`src/core/ris_pkg.sv`:
```
// constants, types and register map of the reset and interrupt sequencer
`default_nettype none
package ris_pkg;
  // ------------------------------------------------------------
  // apb register map (byte addresses)
  // ------------------------------------------------------------
  localparam logic [11:0] RIS_CAUSE_OFS  = 12'h000;  // reset_cause_register
  localparam logic [11:0] RIS_CFG_OFS    = 12'h004;  // config_reg_one
  localparam logic [11:0] RIS_SVC_OFS    = 12'h008;  // reset vector low byte (watchdog service)
  localparam logic [11:0] RIS_IRQEN_OFS  = 12'h00C;  // per-source interrupt enables
  localparam logic [11:0] RIS_STAT_OFS   = 12'h010;  // live state
  localparam logic [11:0] RIS_PRE_OFS    = 12'h014;  // prescale counter
  // ------------------------------------------------------------
  // reset cause bit positions
  // ------------------------------------------------------------
  localparam int RIS_C_POR  = 7;
  localparam int RIS_C_PIN  = 6;
  localparam int RIS_C_WDOG = 5;
  localparam int RIS_C_BOP  = 4;
  localparam int RIS_C_BAD  = 3;
  localparam int RIS_C_LV   = 1;
  localparam logic [7:0] RIS_CAUSE_POR_VAL = 8'h80;
  // config bits
  localparam int RIS_CFG_SHORT_RECOVERY_BIT = 0;  // short_recovery_bit
  localparam int RIS_CFG_STOPE = 1;  // stop enable
  localparam logic [1:0] RIS_CFG_RST = 2'h0;
  // ------------------------------------------------------------
  // widths, source count and phase counts in osc_ref_clock cycles
  // ------------------------------------------------------------
  localparam int RIS_PRE_W      = 13;
  localparam int RIS_SVC_LOW    = 4;   // bits 12..4 cleared on service
  localparam int RIS_LONG_CYC   = 4096;
  localparam int RIS_SHORT_CYC  = 32;
  localparam int RIS_PIN_CYC    = 32;
  localparam int RIS_TAIL_CYC   = 32;
  localparam int RIS_LV_TAIL    = 64;
  localparam int RIS_WDOG_W     = 8;
  localparam int RIS_NIRQ       = 20;  // sources, index 0 = vector FFD0 (lowest)
  localparam logic [15:0] RIS_VEC_BASE  = 16'hFFD0;
  localparam logic [15:0] RIS_VEC_TRAP  = 16'hFFFC;
  localparam logic [15:0] RIS_VEC_RESET = 16'hFFFE;
  typedef enum logic [2:0] {RIS_RUN, RIS_LONG, RIS_PIN, RIS_TAIL, RIS_STOP, RIS_RECOV}
    ris_state_t;
endpackage
`default_nettype wire

```
`src/core/ris_top.sv`:
```
// reset sequencing, prescale counter, watchdog and interrupt arbitration
//
// Decided for this implementation: the APB register port and the register offsets.
`default_nettype none
// How it works
// [RULE1] power-up sets the power-on cause and clears all others
// [RULE2] reset pin held low throughout power-on stabilization
// [RULE3] watchdog overflow raises internal reset and sets watchdog cause
// [RULE4] every internal source pulls the reset pin low
// [RULE5] service write clears watchdog and prescale bits 12..4
// [RULE6] 13-bit prescale counter advances per osc reference falling edge
// [RULE7] prescale overflow clocks the watchdog counter
// [RULE8] watchdog disabled only by test voltage in monitor or break
// [RULE9] illegal opcode sets bad-opcode cause and resets
// [RULE10] stop with stop-enable clear is an illegal opcode
// [RULE11] only opcode fetches from unmapped addresses reset
// [RULE12] low voltage: pin low 4096 cycles, then 64 more
// [RULE13] stop clears prescale counter, which times recovery; here recovery is timed by the phase counter cnt_reg
// [RULE14] recovery 32 cycles with short bit set, else 4096
// [RULE15] pin reset leaves counter alone; counter free after reset
// [RULE16] latched interrupt holds until serviced or mask cleared
// [RULE17] arbitration result is a constant vector code
// [RULE18] evaluate at instruction end if unmasked and enabled
// [RULE19] highest vector address wins
// [RULE20] entry stacks registers and sets mask; return restores
// [RULE21] high index register not stacked on entry
// [RULE22] software trap ignores mask, stacks current pc
// [RULE23] resets bypass interrupt arbitration
// [RULE24] internal reset: pin low 32 cycles, then 32 more
// [RULE25] reading the cause register clears it
// [RULE26] prescale clock is the buffered oscillator reference
// [RULE27] non-power-on reset sets only its own cause flag
module ris_top
  import ris_pkg::*;
(
  input  wire logic                    mclk,
  input  wire logic                    nrst,
  input  wire logic                    osc_ref_clock,
  input  wire logic                    power_on_pulse,
  input  wire logic                    low_voltage_trip,
  input  wire logic                    rst_pin_in_n,
  output logic                         rst_pin_out,
  output logic                         rst_pin_oe,
  input  wire logic                    test_voltage_rst,
  input  wire logic                    test_voltage_irq,
  input  wire logic                    monitor_mode,
  input  wire logic                    break_state,
  input  wire logic                    illegal_opcode,
  input  wire logic                    stop_exec,
  input  wire logic                    opcode_fetch,
  input  wire logic                    unmapped_access,
  input  wire logic                    insn_done,
  input  wire logic                    int_mask,
  input  wire logic                    trap_exec,
  input  wire logic                    int_ack,
  input  wire logic                    stop_wake,
  input  wire logic [RIS_NIRQ-1:0]     irq_req,
  output logic                         internal_reset_line,
  output logic                         cpu_hold,
  output logic                         int_take,
  output logic [15:0]                  int_vector,
  output logic                         stack_pc_minus_one,
  output logic                         stack_index_high,
  input  wire logic                    psel,
  input  wire logic                    penable,
  input  wire logic                    pwrite,
  input  wire logic [11:0]             paddr,
  input  wire logic [31:0]             pwdata,
  output logic [31:0]                  prdata,
  output logic                         pready,
  output logic                         pslverr
);
  import ris_pkg::*;

  // ------------------------------------------------------------
  // input synchronisers (pins and oscillator reference)
  // ------------------------------------------------------------
  logic [4:0] s1_reg;
  logic [4:0] s2_reg;
  logic       osc_d_reg;
  always_ff @(posedge mclk or negedge nrst)
    if (!nrst)
    begin
      s1_reg <= 5'h0F;  // osc bit idles low: no false falling edge after reset
      s2_reg <= 5'h0F;
      osc_d_reg <= 1'b0;
    end
    else
    begin
      s1_reg <= {osc_ref_clock, rst_pin_in_n, ~power_on_pulse, ~low_voltage_trip, 1'b1};
      s2_reg <= s1_reg;
      osc_d_reg <= s2_reg[4];
    end
  wire pin_low  = ~s2_reg[3];
  wire por_evt  = ~s2_reg[2];
  wire lv_evt   = ~s2_reg[1];
  wire osc_tick = osc_d_reg & ~s2_reg[4];  // falling edge of osc reference  [RULE6] [RULE26]

  // ------------------------------------------------------------
  // apb decode
  // ------------------------------------------------------------
  wire acc      = psel & penable;
  wire wr       = acc & pwrite;
  wire rd       = acc & ~pwrite;
  wire hit_cause = paddr == RIS_CAUSE_OFS;
  wire hit_cfg   = paddr == RIS_CFG_OFS;
  wire hit_svc   = paddr == RIS_SVC_OFS;
  wire hit_en    = paddr == RIS_IRQEN_OFS;
  wire hit_stat  = paddr == RIS_STAT_OFS;
  wire hit_pre   = paddr == RIS_PRE_OFS;
  wire mapped    = hit_cause | hit_cfg | hit_svc | hit_en | hit_stat | hit_pre;
  wire svc_wr    = wr & hit_svc;  // any value  [RULE5]
  wire cause_rd  = rd & hit_cause;

  // ------------------------------------------------------------
  // reset sequencer
  // ------------------------------------------------------------
  ris_state_t st_reg;
  logic [12:0] cnt_reg;        // osc ticks within phase
  logic [12:0] pre_reg;
  logic [RIS_WDOG_W-1:0] wd_reg;
  logic [7:0]  cause_reg;
  logic [1:0]  cfg_reg;
  logic [RIS_NIRQ-1:0] en_reg;
  logic        long_tail_reg;  // tail length 64 after long phase
  logic        stop_long_reg;

  wire wd_off    = (monitor_mode & (test_voltage_irq | test_voltage_rst))
                 | (break_state & test_voltage_rst);  // [RULE8]
  wire pre_ovf   = osc_tick & (pre_reg == {RIS_PRE_W{1'b1}});
  wire wd_ovf    = pre_ovf & ~wd_off & (wd_reg == {RIS_WDOG_W{1'b1}});  // [RULE3]
  wire bop_evt   = illegal_opcode | (stop_exec & ~cfg_reg[RIS_CFG_STOPE]);  // [RULE9] [RULE10]
  wire bad_evt   = opcode_fetch & unmapped_access;  // data fetch ignored  [RULE11]
  wire running   = st_reg == RIS_RUN;
  wire short_int = running & (wd_ovf | bop_evt | bad_evt);
  wire long_evt  = por_evt | lv_evt;
  wire stop_go   = running & stop_exec & cfg_reg[RIS_CFG_STOPE];
  wire ph_end_long  = osc_tick & (cnt_reg == 13'(RIS_LONG_CYC - 1));
  wire ph_end_pin   = osc_tick & (cnt_reg == 13'(RIS_PIN_CYC - 1));
  wire ph_end_tail  = osc_tick & (cnt_reg == 13'(long_tail_reg ? RIS_LV_TAIL - 1
                                                                : RIS_TAIL_CYC - 1));
  wire ph_end_rec   = osc_tick & (cnt_reg == 13'(stop_long_reg ? RIS_LONG_CYC - 1
                                                                : RIS_SHORT_CYC - 1));

  // state and phase counter
  always_ff @(posedge mclk or negedge nrst)
    if (!nrst)
    begin
      st_reg <= RIS_LONG;
      cnt_reg <= 13'h0000;
      long_tail_reg <= 1'b1;
      stop_long_reg <= 1'b1;
    end
    else if (long_evt)
    begin
      st_reg <= RIS_LONG;  // [RULE2] [RULE12]
      cnt_reg <= 13'h0000;
      long_tail_reg <= 1'b1;
    end
    else if (short_int)
    begin
      st_reg <= RIS_PIN;  // [RULE4] [RULE24]
      cnt_reg <= 13'h0000;
      long_tail_reg <= 1'b0;
    end
    else
      case (st_reg)
        RIS_RUN:
          if (stop_go)
          begin
            st_reg <= RIS_STOP;
            stop_long_reg <= ~cfg_reg[RIS_CFG_SHORT_RECOVERY_BIT];  // [RULE14]
          end
        RIS_LONG:
          if (ph_end_long)
          begin
            st_reg <= RIS_TAIL;
            cnt_reg <= 13'h0000;
          end
          else if (osc_tick)
            cnt_reg <= cnt_reg + 13'h0001;
        RIS_PIN:
          if (ph_end_pin)
          begin
            st_reg <= RIS_TAIL;
            cnt_reg <= 13'h0000;
          end
          else if (osc_tick)
            cnt_reg <= cnt_reg + 13'h0001;
        RIS_TAIL:
          if (ph_end_tail)
            st_reg <= RIS_RUN;
          else if (osc_tick)
            cnt_reg <= cnt_reg + 13'h0001;
        RIS_STOP:
          if (stop_wake | pin_low)
          begin
            st_reg <= RIS_RECOV;
            cnt_reg <= 13'h0000;
          end
        RIS_RECOV:
          if (ph_end_rec)
            st_reg <= RIS_RUN;  // [RULE13] [RULE14]
          else if (osc_tick)
            cnt_reg <= cnt_reg + 13'h0001;
        default:
          st_reg <= RIS_RUN;
      endcase

  // prescale counter: free-running, external pin reset has no effect
  always_ff @(posedge mclk or negedge nrst)
    if (!nrst)
      pre_reg <= 13'h0000;
    else if (long_evt | short_int | stop_go | st_reg == RIS_STOP)
      pre_reg <= 13'h0000;  // internal reset or stop clears  [RULE13] [RULE15]
    else if (svc_wr)
      pre_reg <= {9'h000, pre_reg[RIS_SVC_LOW-1:0]};  // [RULE5]
    else if (osc_tick)
      pre_reg <= pre_reg + 13'h0001;  // [RULE6]

  // watchdog counter clocked by prescale overflow
  always_ff @(posedge mclk or negedge nrst)
    if (!nrst)
      wd_reg <= '0;
    else if (svc_wr | ~running)
      wd_reg <= '0;  // [RULE5]
    else if (pre_ovf & ~wd_off)
      wd_reg <= wd_reg + 1'b1;  // [RULE7]

  // reset cause: set wins over read-clear
  logic [7:0] cause_set;
  assign cause_set = {por_evt, pin_low & running, wd_ovf & running, bop_evt & running,
                      bad_evt & running, 1'b0, lv_evt, 1'b0};
  always_ff @(posedge mclk or negedge nrst)
    if (!nrst)
      cause_reg <= RIS_CAUSE_POR_VAL;
    else if (por_evt)
      cause_reg <= RIS_CAUSE_POR_VAL;  // [RULE1]
    else if (|cause_set)
      cause_reg <= (cause_rd ? 8'h00 : cause_reg) | cause_set;  // [RULE27]
    else if (cause_rd)
      cause_reg <= 8'h00;  // [RULE25]

  // configuration and enables
  always_ff @(posedge mclk or negedge nrst)
    if (!nrst)
    begin
      cfg_reg <= RIS_CFG_RST;
      en_reg <= '0;
    end
    else if (wr & hit_cfg)
      cfg_reg <= pwdata[1:0];
    else if (wr & hit_en)
      en_reg <= pwdata[RIS_NIRQ-1:0];

  assign rst_pin_out = 1'b0;  // open drain, drives low only
  assign rst_pin_oe  = (st_reg == RIS_LONG) | (st_reg == RIS_PIN);  // [RULE2] [RULE4]
  assign internal_reset_line = (st_reg == RIS_LONG) | (st_reg == RIS_PIN)
                             | (st_reg == RIS_TAIL) | pin_low;  // [RULE23]
  assign cpu_hold = ~running;

  // ------------------------------------------------------------
  // interrupt latch and arbitration
  // ------------------------------------------------------------
  logic        lat_v_reg;
  logic [15:0] vec_reg;
  logic        trap_reg;
  wire [RIS_NIRQ-1:0] live = irq_req & en_reg;  // [RULE18]
  function automatic logic [4:0] ris_top_idx(input logic [RIS_NIRQ-1:0] v);
    ris_top_idx = 5'h00;
    for (int i = 0; i < RIS_NIRQ; i++)
      if (v[i])
        ris_top_idx = 5'(i);  // highest index wins  [RULE19]
  endfunction
  wire [4:0]  win  = ris_top_idx(live);
  wire [15:0] wvec = RIS_VEC_BASE + {10'h000, win, 1'b0};
  wire hw_take = insn_done & ~int_mask & (|live) & running;  // [RULE18]
  wire sw_take = trap_exec & running;  // mask ignored  [RULE22]

  always_ff @(posedge mclk or negedge nrst)
    if (!nrst)
    begin
      lat_v_reg <= 1'b0;
      vec_reg <= RIS_VEC_RESET;
      trap_reg <= 1'b0;
    end
    else if (internal_reset_line)
    begin
      lat_v_reg <= 1'b0;
      vec_reg <= RIS_VEC_RESET;  // resets skip arbitration  [RULE23]
    end
    else if (lat_v_reg)
    begin
      if (int_ack | (~int_mask & ~trap_reg & ~(|live)))
        lat_v_reg <= 1'b0;  // held until serviced or, unless a trap, until no enabled request remains with mask clear  [RULE16]
    end
    else if (sw_take)
    begin
      lat_v_reg <= 1'b1;
      vec_reg <= RIS_VEC_TRAP;
      trap_reg <= 1'b1;
    end
    else if (hw_take)
    begin
      lat_v_reg <= 1'b1;
      vec_reg <= wvec;  // [RULE16] [RULE17]
      trap_reg <= 1'b0;
    end

  assign int_take = lat_v_reg;  // cpu stacks and sets mask on entry  [RULE20]
  assign int_vector = vec_reg;  // [RULE17]
  assign stack_pc_minus_one = lat_v_reg & ~trap_reg;  // [RULE22]
  assign stack_index_high = 1'b0;  // [RULE21]

  // ------------------------------------------------------------
  // apb read path
  // ------------------------------------------------------------
  logic [31:0] rd_mux;
  assign rd_mux = hit_cause ? {24'h000000, cause_reg}
                : hit_cfg   ? {30'h0, cfg_reg}
                : hit_en    ? {12'h000, en_reg}
                : hit_stat  ? {24'h0, wd_reg[7:0]} | {16'h0, 5'h0, 3'(st_reg), 8'h0}
                : hit_pre   ? {19'h0, pre_reg}
                : 32'h0000_0000;
  always_ff @(posedge mclk or negedge nrst)
    if (!nrst)
      prdata <= 32'h0000_0000;
    else if (psel & ~penable & ~pwrite)
      prdata <= rd_mux;
  assign pready  = 1'b1;
  assign pslverr = acc & ~mapped;
endmodule // ris_top
`default_nettype wire

```
`config.mk`:
```
export PLATFORM = sky130hd
export DESIGN_NAME = ris_top
export DESIGN_NICKNAME = d
export VERILOG_FILES = /design/src/core/ris_pkg.sv /design/src/core/ris_top.sv
export SDC_FILE = /design/constraint.sdc
export NUM_CORES = 1
export LEC_CHECK = 0
export BUFFER_PORTS_ARGS = -buffer_cell sky130_fd_sc_hd__buf_4
export CORE_UTILIZATION = 54
export CTS_CLUSTER_DIAMETER = 200
export DETAILED_ROUTE_END_ITERATION = 8
export PLACE_DENSITY = 0.84
export SLEW_MARGIN = 20
export SYNTH_ARGS = -nofsm -noshare
export SYNTH_HDL_FRONTEND = slang
export SYNTH_SLANG_ARGS = --single-unit
```
`constraint.sdc`:
```
create_clock -name mclk -period 3.25 [get_ports mclk]
set_input_delay 0.325 -clock mclk [delete_from_list [all_inputs] [get_ports mclk]]
set_output_delay 0.325 -clock mclk [all_outputs]
set_load 0.005 [all_outputs]
```
Yosys cells after proc, flatten, opt, wreduce, memory -nomap -nowiden --
Index checks and enable logic that the tools add are counted.
Operators by class: add/subtract/negate cells 4, equal/unequal tests 26, multiplexer cells 65, bitwise gates (word level) 80, reduce and logical (&&, ||, !) cells 18
Operators by type and width (number):
- 13-bit two-way mux | 13
- 5-bit two-way mux | 18
- 13-bit case mux with 5 select lines | 1
- 16-bit two-way mux | 4
- 20-bit two-way mux | 3
- 8-bit two-way mux | 5
- 1-bit AND | 36
- 4-bit != test, second input constant | 7
- 13-bit by 1-bit adder with 13-bit output, second input constant | 2
- 12-bit by 4-bit equality test with 1-bit output, second input constant | 2
- 12-bit by 5-bit equality test with 1-bit output, second input constant | 2
- 3-bit two-way mux | 8
- 1-bit inverter | 21
- 20-bit AND | 1
- 1-bit OR | 20
- 20-bit OR reduction | 1
- 3-bit case mux with 6 select lines | 1
- 13-bit by 12-bit equality test with 1-bit output | 1
- 13-bit by 12-bit equality test with 1-bit output, second input constant | 1
- 13-bit equality test, second input constant | 1
- 13-bit by 5-bit equality test with 1-bit output, second input constant | 1
- 13-bit by 6-bit equality test with 1-bit output | 1
- 12-bit by 3-bit equality test with 1-bit output, second input constant | 1
- 12-bit zero test | 1
- other kinds (23) | 41
Word-level totals: register bits after elaboration 128, input port bits 86, output and inout bits 57, logic and storage cells 210

Longest topological paths before layout --
Gate-level depths: netlist of the first run.
depth in word-level cells 25, mapped depth 9, mapped depth without buffers 7

Worst setup path before layout of the first run --
Ideal clock, no wire load.
path type reg-to-reg, start register cnt_reg[0], end register cnt_reg[0], setup time 0.122 ns, arrival time 2.159 ns, data required time 3.128 ns, setup slack 0.970 ns, cell stages (with the launch flop) 9, buffers on the path 1, period minus slack after synthesis 2.280 ns, cells stage by stage dfrtp_1 ha_1 nand4b_1 or4_4 a222oi_1 nor2_1 and3_1 buf_6 a32o_1
Between the ends: word-level cells in the longest chain between the ends 6, elaborated cells on any way between the ends 20, those cells by class 1 x add/sub; 6 x eq/ne; 8 x mux; 4 x bitwise; 1 x reduce/logical
RTL lines:
- start: declaration | RTL line ris_top.sv:119 | logic [12:0] cnt_reg;
- start signal: assignment | RTL line ris_top.sv:181 | cnt_reg <= cnt_reg + 13'h0001;
- start signal: assignment | RTL line ris_top.sv:189 | cnt_reg <= cnt_reg + 13'h0001;
- start signal: assignment | RTL line ris_top.sv:194 | cnt_reg <= cnt_reg + 13'h0001;
- 13-bit by 1-bit adder with 13-bit output, or another cell as far along
- 13-bit two-way mux, or another cell as far along
- 13-bit two-way mux (on tied branches)
- 13-bit case mux with 5 select lines | RTL line ris_top.sv:167 | case (st_reg)
- 13-bit two-way mux | RTL line ris_top.sv:160 | else if (short_int)
- 13-bit two-way mux | RTL line ris_top.sv:154 | else if (long_evt)
Several ways; a longest one is shown, not always the timed one. The select of a mux whose other input is x is not followed. A chain may end at the register's enable or synchronous reset.

Final worst setup path of the first run --
start register cnt_reg[0], end register cnt_reg[1]
Same word-level chain as after synthesis.

==> metrics.txt, run 1 <==
Fmax achieved=357.2 MHz; Clk pin slew, worst setup/hold paths=0.10 ns; final worst-path cycle share=86.13%; Leak=3.107 nW; layout cells sized above 1=27.04%; first-pass GRT wire length=23,450 microns; RSZ-0062 raised after global routing=false; crit end category=flop; EDFF count, synth=0; Post-Synth XOR/XNOR Area=3.126%; Top FF cell, synth=dfrtp_1; largest net degree at the start of global routing=61; warnings from Yosys=0; DPL Wire Length=10,970 microns; Required @ worst endpoint=3.52 ns; sequential area share after synthesis=46.80%; # fillers=780; Post-DRT Antenna Nets=0; final count of negative-setup-slack endpoints=0; IO Pins=143; largest family of logic cells by synthesized area=simple AND/OR/NAND/NOR gates; GPL Wtd Cong=0.9320; Final #Nets=759; final wirelength=14,520 microns; post-synth cell types=60; CTS Root Cell=clkbuf_8; Overflow after GRT=0; Setup Total Neg Slack=0 ns; vias=4,984; Compound-Gate Fraction of Synth Area=17.66%; wire length per cell=18.02 microns; Sink Count=104; crit path launch type=flop; #FFs+latches synth=104; Slew Viols, Final=0; power density of the placed cells=364.5 mW/mm^2; Synth area leaders=dfrtp_1 (39%), dfstp_2 (7.5%), mux2_2 (5.0%); first drt pass iteration count=8; # rows=36; synthesized-area fraction occupied by adder cells=1.116%; worst vdd ir=216.8 uV; initial antenna violation count=0; maxcap violations=0; Die X-Extent=103.9 microns; area of the mapped netlist=0.005604 sq mm; Die ar.=0.01079 sq mm; placed instance area=0.006479 sq mm; GRT Util Overall=27.47%; Worst EP arrival=3.07 ns; H-tree Lvls=3; worst-path maximum fanout=15; multiplexer share of the synthesized area=5.916%; worst-margin pin slew=0.8374 ns; CTS tree=done; ys async rst share=100.0%; Core ar.=0.009910 sq mm; starting density of the core=56.55%; vias per std cell=6.184; Syn Inst Count=564; Worst Skew=0.01138 ns; Post-Synth Simple-Gate Area=19.65%; register area=0.002623 sq mm; share of Yosys cell area claimed by the top area cell type=39.29%; post-layout instance area=0.006714 sq mm; clk buf depth=2; area taken by multi-input logic gates=0.002720 sq mm; vias in the first global route=4,697; crit path kind=reg -> reg; most common library cells after synthesis=dfrtp_1 (88), nand2_1 (60), nor2_1 (51); Tmin final=2.799 ns; Mapped Avg Cell Area=9.936 sq um; CTS Buf Count=9; Synth-to-Final Area Change=19.80%; count leader, synth=dfrtp_1; post-synth top area cell=dfrtp_1; ant diodes=0; Die Ht=103.9 microns; Final Hold Viols=0; status=finished clean; Slew headroom=43.97%; Starting DRT DRC Count=579; Residual DRC=0; port buffer count=114; final core occ=67.75%; HP Class=in -> reg; Clk Latency, worst-skew pair=0.38 ns
[power breakdown]
group | internal, W | leakage [nW] | switching, W | total (W)
combinational | 0.0000944 | 1.62 | 0.000101 | 0.000196
sequential | 0.00131 | 1.37 | 0.0000140 | 0.00133
clock | 0.000447 | 0.113 | 0.000476 | 0.000923
total | 0.00186 | 3.11 | 0.000591 | 0.00245
[worst max-delay path, cell delays in order (launching register included)]
cell	delay (ns)
dfrtp_1	0.41
ha_1	0.22
nand4b_1	0.16
or4_4	0.58
a222oi_1	0.38
nor2_1	0.30
and3_1	0.37
a32o_1	0.26
[metal layers]
metal | routed length, microns | vias to the layer above | share of wire, % | track usage, %
met4 | 392 | 0 | 2.7 | 12.55
met1 | 6064 | 2405 | 42 | 36.62
met3 | 1146 | 34 | 7.9 | 4.699
met5 | 0 | - | 0 | 0
li1 | - | 2254 | - | -
met2 | 6920 | 291 | 48 | 43.95
[what timing repair did]
item / CTS / global route
resized for setup: 0 / 0
hold buffers: 1 / 0
buffers inserted: 0 / 0
hold endpoints to repair: 34 / 0
[path summary, 6_finish.rpt]
| path | end | slack (ns) | depth (start not counted) | start |
|---|---|---|---|---|
| worst min register to register | s2_reg[3] | 0.36 | 0 | s1_reg[3] |
| worst max register to register | cnt_reg[1] | 0.45 | 7 | cnt_reg[0] |
| max in group asynchronous | int_vector[1] | 2.02 | 3 | nrst |
| worst min-delay path | s1_reg[1] | 0.05 | 2 | low_voltage_trip |
| worst max-delay path | cnt_reg[1] | 0.45 | 7 | cnt_reg[0] |
| min in group asynchronous | cnt_reg[7] | 0.49 | 2 | nrst |
[placed cells by master (no fill, tap or decap), drive strengths merged, types with 16 or more instances in the layout]
master    n
buf     122
dfrtp    88
nand2    60
nor2     51
o21ai    27
mux2     25
a21oi    23
nand3    16
conb     16
dfstp    16
[cell type report]
cell class | instances | share of cell area [%]
Clock buffer | 10 | 1.901
Clock inverter | 6 | 1.454
Inverter | 11 | 0.6150
Multi-Input combinational cell | 419 | 40.51
Sequential cell | 104 | 39.06
Tap cell | 133 | 2.479
Timing Repair Buffer | 123 | 13.98
[cells by family after synthesis]
logic type / after synthesis
fa+ha+maj: 5
mux: 30
xor+xnor: 20
buf+inv: 55
simple gates: 214
flops: 104
compound gates: 134
other cells: 2
[metrics by stage]
step	power, W	setup slack [ns]	hold WS, ns	cells
CTS	0.002462	0.4835	0.03382	806
global route	0.002535	0.2460	0.03487	806
global placement	0.001539	0.6478	0.3321	789
floorplan	0.001419	0.9697	0.02941	578
detailed placement	0.001546	0.4817	0.3448	789
finish	0.002447	0.4507	0.04788	806
(Power assumes the default switching activity.)
==> inputs of run 2 (changes only) <==
--- a/config.mk
+++ b/config.mk
@@ -9,7 +9,8 @@
 export CORE_UTILIZATION = 54
 export CTS_CLUSTER_DIAMETER = 200
 export DETAILED_ROUTE_END_ITERATION = 8
-export PLACE_DENSITY = 0.84
+export MAX_ROUTING_LAYER = met4
+export PLACE_DENSITY = 0.81
 export SLEW_MARGIN = 20
 export SYNTH_ARGS = -nofsm -noshare
 export SYNTH_HDL_FRONTEND = slang
==> run 2 against run 1 <==
Compared with the run above:
- worst setup slack better by 0.12 ns
- register-to-register slack gained 0.12 ns
- combinational power decreased by 2%
- count of clock-buffer cells in the layout stayed put
==> metrics.txt, run 2 (synthesis gave the netlist of run 1 again) <==
CTS Root Cell=clkbuf_8 (unchanged); initial antenna violation count=0 (unchanged); Tmin final=2.680 ns (was 2.799 ns); worst-path maximum fanout=15 (unchanged); GPL Wtd Cong=0.9203 (was 0.9320); worst-margin pin slew=0.8831 ns (was 0.8374 ns); RSZ-0062 raised after global routing=false (unchanged); H-tree Lvls=3 (unchanged); starting density of the core=56.55% (unchanged); wire length per cell=18.08 microns (was 18.02 microns); Slew headroom=40.91% (was 43.97%); final wirelength=14,550 microns (was 14,520 microns); Met2 Wirelength=6898 microns (was 6920 microns); Synth-to-Final Area Change=18.69% (was 19.80%); commonest non-fill, non-tap cell in the layout=buf_4 (unchanged); Final Hold Viols=0 (unchanged); power density of the placed cells=340.6 mW/mm^2 (was 364.5 mW/mm^2); Clk Latency, worst-skew pair=0.38 ns (about the same); setup bufs post-CTS=0 (unchanged); Worst R2R Path Depth=7 (unchanged); Slew Viols, Final=0 (unchanged); vias in the first global route=4,825 (was 4,697); first drt pass iteration count=8 (unchanged); worst vdd ir=249.5 uV (was 216.8 uV); port buffer count=114 (unchanged); Starting DRT DRC Count=430 (was 579); final count of negative-setup-slack endpoints=0 (unchanged); Layout Cells excl Fill=805 (was 806); Die Ht=103.9 microns (unchanged); Residual DRC=0 (unchanged); DPL Wire Length=10,870 microns (was 10,970 microns); crit end category=flop (unchanged); Required @ worst endpoint=3.51 ns (was 3.52 ns); vias=4,981 (was 4,984); CTS tree=done (unchanged); HP Class=in -> async (was in -> reg); DR WL met3=1060 microns (was 1146 microns); # fillers=781 (was 780); Worst Skew=0.01459 ns (was 0.01138 ns); clk buf depth=2 (unchanged); Hold-fix buffers, CTS=0 (was 1); Leak=3.068 nW (was 3.107 nW); IO Pins=143 (unchanged); Core ar.=0.009910 sq mm (unchanged); RR Startpoint=cnt_reg[0] (unchanged); Final #Nets=758 (was 759); top layer in use=met4 (unchanged); Setup Total Neg Slack=0 ns (unchanged); status=finished clean (unchanged); CP endpoint=cnt_reg[2] (was cnt_reg[1]); Fmax achieved=373.2 MHz (was 357.2 MHz); # resized after CTS=0 (unchanged); Overflow after GRT=0 (unchanged); first-pass GRT wire length=23,870 microns (was 23,450 microns); maxcap violations=0 (unchanged); internal reg-to-reg setup slack=0.57 ns (was 0.45 ns); # rows=36 (unchanged); vias per std cell=6.188 (was 6.184); Clk pin slew, worst setup/hold paths=0.11 ns (was 0.10 ns); GRT Util Overall=28.63% (was 27.47%); Worst EP arrival=2.94 ns (was 3.07 ns); crit path launch type=flop (unchanged); Sink Count=104 (unchanged); hold slack=0.03104 ns (was 0.04788 ns); layout cells sized above 1=27.08% (was 27.04%); Die X-Extent=103.9 microns (unchanged); Post-DRT Antenna Nets=0 (unchanged); commonest non-fill, non-tap cells in the layout=buf_4 (121), dfrtp_1 (88), nand2_1 (60), nor2_1 (51), o21ai_0 (27) (unchanged); largest net degree at the start of global routing=63 (was 61); CP Launch Point=cnt_reg[0] (unchanged); final worst-path cycle share=82.45% (was 86.13%); crit path kind=reg -> reg (unchanged); ant diodes=0 (unchanged); Die ar.=0.01079 sq mm (unchanged); CTS Buf Count=9 (unchanged); M1 WL=6164 microns (was 6064 microns); final core occ=67.12% (was 67.75%); Inst Count DP=789 (unchanged); reg2reg end=cnt_reg[2] (was cnt_reg[1]); Tot Pwr=0.002265 W (was 0.002447 W)
-- run 2: cell types whose count changed in the layout (fill, tap and decap cells not counted) --
cell	delta
clkinv_2	+1
inv_6	-1
inv_8	-1
bufinv_16	-2
dlygate4sd3_1	-1
clkinvlp_4	+3
-- run 2: how the worst min path moves through the flow --
| stage | slack [ns] | startpoint | to | cells past startpoint |
|---|---|---|---|---|
| 3_3_place_gp | 0.34 | s1_reg[4] | s2_reg[4] | 0 |
| 4_1_cts | 0.04 | power_on_pulse | s1_reg[2] | 2 |
| 5_1_grt | 0.04 | power_on_pulse | s1_reg[2] | 2 |
| 3_5_place_dp | 0.34 | s1_reg[4] | s2_reg[4] | 0 |
| 6_report | 0.03 | nrst | en_reg[19] | 1 |
| 2_1_floorplan | 0.03 | nrst | cause_reg[1] | 0 |
-- run 2: final cells by class --
class / count / area (sq um) / share of cell area [%]
Timing Repair Buffer: 122 / 928.4 / 13.96
Sequential cell: 104 / 2623 / 39.43
Clock buffer: 10 / 127.6 / 1.919
Clock inverter: 6 / 45.04 / 0.6772
Multi-Input combinational cell: 419 / 2720 / 40.90
Tap cell: 133 / 166.4 / 2.502
Inverter: 11 / 41.29 / 0.6208
-- run 2: routing by layer --
metal	vias up	global-route usage [%]
met5	-	-
met4	0	12.04
met3	39	5.013
met2	252	43.52
met1	2439	38.06
li1	2251	-
-- run 2: worst max-delay path: stages, from the launching register on --
cell	delay, ns
dfrtp_1	0.40
ha_1	0.19
nand4b_1	0.14
or4_4	0.58
a222oi_1	0.34
nor2_1	0.30
and3_1	0.36
a32o_1	0.26
-- run 2: metrics by stage --
stage | cell area (sq um) | worst slack, ns
6_report | 6651 | 0.5703
2_1_floorplan | 5657 | 0.9697
3_3_place_gp | 6479 | 0.6173
4_1_cts | 6651 | 0.5658
5_1_grt | 6651 | 0.3893
3_5_place_dp | 6479 | 0.5757
-- run 2: power breakdown --
group / internal [W] / switching, W
Clock: 0.000282 / 0.000462
Combinational: 0.0000935 / 0.0000989
Sequential: 0.00131 / 0.0000143
==> inputs of run 3 (changes only) <==
--- a/config.mk
+++ b/config.mk
@@ -6,11 +6,11 @@
 export NUM_CORES = 1
 export LEC_CHECK = 0
 export BUFFER_PORTS_ARGS = -buffer_cell sky130_fd_sc_hd__buf_4
-export CORE_UTILIZATION = 54
+export CORE_UTILIZATION = 48
 export CTS_CLUSTER_DIAMETER = 200
 export DETAILED_ROUTE_END_ITERATION = 8
 export MAX_ROUTING_LAYER = met4
-export PLACE_DENSITY = 0.81
+export PLACE_DENSITY = 0.76
 export SLEW_MARGIN = 20
 export SYNTH_ARGS = -nofsm -noshare
 export SYNTH_HDL_FRONTEND = slang
==> constraint.sdc (replaced) <==
create_clock -name mclk -period 2.2 [get_ports mclk]
set_input_delay 0.22 -clock mclk [delete_from_list [all_inputs] [get_ports mclk]]
set_output_delay 0.22 -clock mclk [all_outputs]
set_load 0.005 [all_outputs]
==> run 3 against run 2 <==
Compared with the run above:
- the run now ends with negative setup slack left
- routed wire length increased by 8.2%
- die area increased by 12%
- worst hold slack improved by 0.0098 ns
- utilization shrank 2.1 points
- final area rose by 12%
- critical path depth increased by 2
- sequential share of layout area is 4.1 points lower
- final cell count rose by 9.3%
- worst setup slack lost 0.73 ns
- sequential power increased by 47%
- first-iteration DRC count is 34% higher
- critical endpoint is now cnt_reg[3]
- largest power group unchanged
==> metrics.txt, run 3 (synthesis gave the netlist of run 1 again) <==
status=finished with violations (was finished clean); failing checks=negative setup slack; initial antenna violation count=0 (unchanged); Leak=3.487 nW (was 3.068 nW); Tmin final=2.362 ns (was 2.680 ns); Worst Skew=0.008597 ns (was 0.01459 ns); vias=5,237 (was 4,981); layout cells sized above 1=35.55% (was 27.08%); port buffer count=114 (unchanged); worst vdd ir=337.7 uV (was 249.5 uV); vias in the first global route=4,885 (was 4,825); commonest non-fill, non-tap cells in the layout=buf_4 (174), dfrtp_1 (88), nand2_1 (59), nor2_1 (50), o21ai_0 (26) (was buf_4 (121), dfrtp_1 (88), nand2_1 (60), nor2_1 (51), o21ai_0 (27)); final worst-path cycle share=107.4% (was 82.45%); Die X-Extent=110.1 microns (was 103.9 microns); # rows=39 (was 36); maxcap violations=0 (unchanged); GRT Util Overall=26.88% (was 28.63%); power density of the placed cells=515.7 mW/mm^2 (was 340.6 mW/mm^2); CTS tree=done (unchanged); RSZ-0062 raised after global routing=true (was false); Post-DRT Antenna Nets=0 (unchanged); clk buf depth=2 (unchanged); hold slack=0.04088 ns (was 0.03104 ns); Residual DRC=0 (unchanged); crit path launch type=flop (unchanged); final wirelength=15,750 microns (was 14,550 microns); Synth-to-Final Area Change=32.46% (was 18.69%); Core ar.=0.01142 sq mm (was 0.009910 sq mm); RR Startpoint=cnt_reg[8] (was cnt_reg[0]); Final #Nets=823 (was 758); crit end category=flop (unchanged); worst-path maximum fanout=7 (was 15); CTS Root Cell=clkbuf_16 (was clkbuf_8); worst-path cell chain=buf_4 > nor3_1 > nand4_1 > a222oi_1 > buf_4 > nor2_4 > buf_6 > and3_4 > o21a_1 (was ha_1 > nand4b_1 > or4_4 > a222oi_1 > nor2_1 > and3_1 > a32o_1); CP delay by family, top=simple AND/OR/NAND/NOR gates (unchanged); final core occ=65.01% (was 67.12%); Worst path slowest cell=a222oi_1 (was or4_4); CP Launch Point=cnt_reg[8] (was cnt_reg[0]); largest net degree at the start of global routing=49 (was 63); Clk Latency, worst-skew pair=0.35 ns (was 0.38 ns); Required @ worst endpoint=2.44 ns (was 3.51 ns); final count of negative-setup-slack endpoints=12 (was 0); Fmax achieved=423.3 MHz (was 373.2 MHz); first-pass GRT wire length=23,830 microns (was 23,870 microns); Clk pin slew, worst setup/hold paths=0.07 ns (was 0.11 ns); crit-path most repeated cell=buf_4; IO Pins=143 (unchanged); DPL Wire Length=11,590 microns (was 10,870 microns); commonest non-fill, non-tap cell in the layout=buf_4 (unchanged); Worst R2R Path Depth=9 (was 7); # fillers=908 (was 781); Overflow after GRT=0 (unchanged); CP Depth=9 (was 7); Sink Count=104 (unchanged); GPL Wtd Cong=0.9332 (was 0.9203); reg2reg end=cnt_reg[3] (was cnt_reg[2]); H-tree Lvls=3 (unchanged); Worst EP arrival=2.60 ns (was 2.94 ns); Slew headroom=57.66% (was 40.91%); CTS Buf Count=9 (unchanged); first drt pass iteration count=8 (unchanged); CP bufs+invs=3 (was 0); wire length per cell=17.90 microns (was 18.08 microns); CP endpoint=cnt_reg[3] (was cnt_reg[2]); HP Class=in -> reg (was in -> async); starting density of the core=49.08% (was 56.55%); worst-margin pin slew=0.6351 ns (was 0.8831 ns); Slew Viols, Final=0 (unchanged); crit path kind=reg -> reg (unchanged); Final Hold Viols=0 (unchanged); ant diodes=0 (unchanged); vias per std cell=5.951 (was 6.188); final worst-path setup slack=-0.1621 ns (was 0.5703 ns); internal reg-to-reg setup slack=-0.16 ns (was 0.57 ns); Starting DRT DRC Count=578 (was 430); crit-path max cell delay=0.43 ns (was 0.58 ns); Die Ht=110.1 microns (was 103.9 microns); Die ar.=0.01211 sq mm (was 0.01079 sq mm)
run 3: layout make-up:
| class | instances | area (sq um) | area share (%) |
|---|---|---|---|
| clock buffer | 11 | 242.7 | 3.270 |
| clock inverter | 5 | 41.29 | 0.5562 |
| inverter | 11 | 41.29 | 0.5562 |
| multi-input combinational | 420 | 2844 | 38.31 |
| sequential | 104 | 2623 | 35.33 |
| tap | 143 | 178.9 | 2.410 |
| timing repair buffer | 186 | 1453 | 19.57 |
run 3: worst min path at each step:
stage,startpoint,to,slack [ns],depth (start not counted)
2_1_floorplan,nrst,cause_reg[1],-0.08,0
3_3_place_gp,nrst,en_reg[2],0.28,1
3_5_place_dp,nrst,cnt_reg[12],0.29,1
4_1_cts,int_ack,int_take,0.04,2
5_1_grt,int_ack,int_take,0.04,2
6_report,int_ack,int_take,0.04,2
run 3: repair_timing:
action | in CTS | in global routing
pin swaps | 5 | 9
buffers inserted | 1 | 5
gates cloned | 2 | 0
endpoints found under the hold margin | 40 | 0
setup endpoints to repair | 15 | 27
hold buffers | 5 | 0
resized for setup | 9 | 24
run 3: metrics by stage:
| stage | std cells | setup WS, ns | cell area, sq um | power, W | setup TNS, ns |
|---|---|---|---|---|---|
| after global routing | 880 | -0.2262 | 7423 | 0.003969 | -2.456 |
| final | 880 | -0.1621 | 7423 | 0.003828 | -1.507 |
| after CTS | 875 | -0.03028 | 7289 | 0.003840 | -0.1346 |
| after detailed placement | 851 | -0.1625 | 6897 | 0.002299 | -1.536 |
| after floorplan | 578 | -0.02021 | 5659 | 0.002097 | -0.1819 |
| after global placement | 851 | -0.1004 | 6897 | 0.002291 | -0.9265 |
run 3: report_power, final:
| group | total, W | internal (W) | switching [W] |
|---|---|---|---|
| Sequential | 0.00196 | 0.00194 | 0.0000182 |
| Combinational | 0.000320 | 0.000164 | 0.000157 |
| Clock | 0.00155 | 0.000808 | 0.000740 |
run 3: layer usage:
layer	wire (microns)	up-vias	global-route usage [%]
li1	-	2388	-
met1	6741	2564	33.54
met2	7492	249	43.66
met3	1102	36	4.115
met4	413	0	11.24
met5	0	-	-
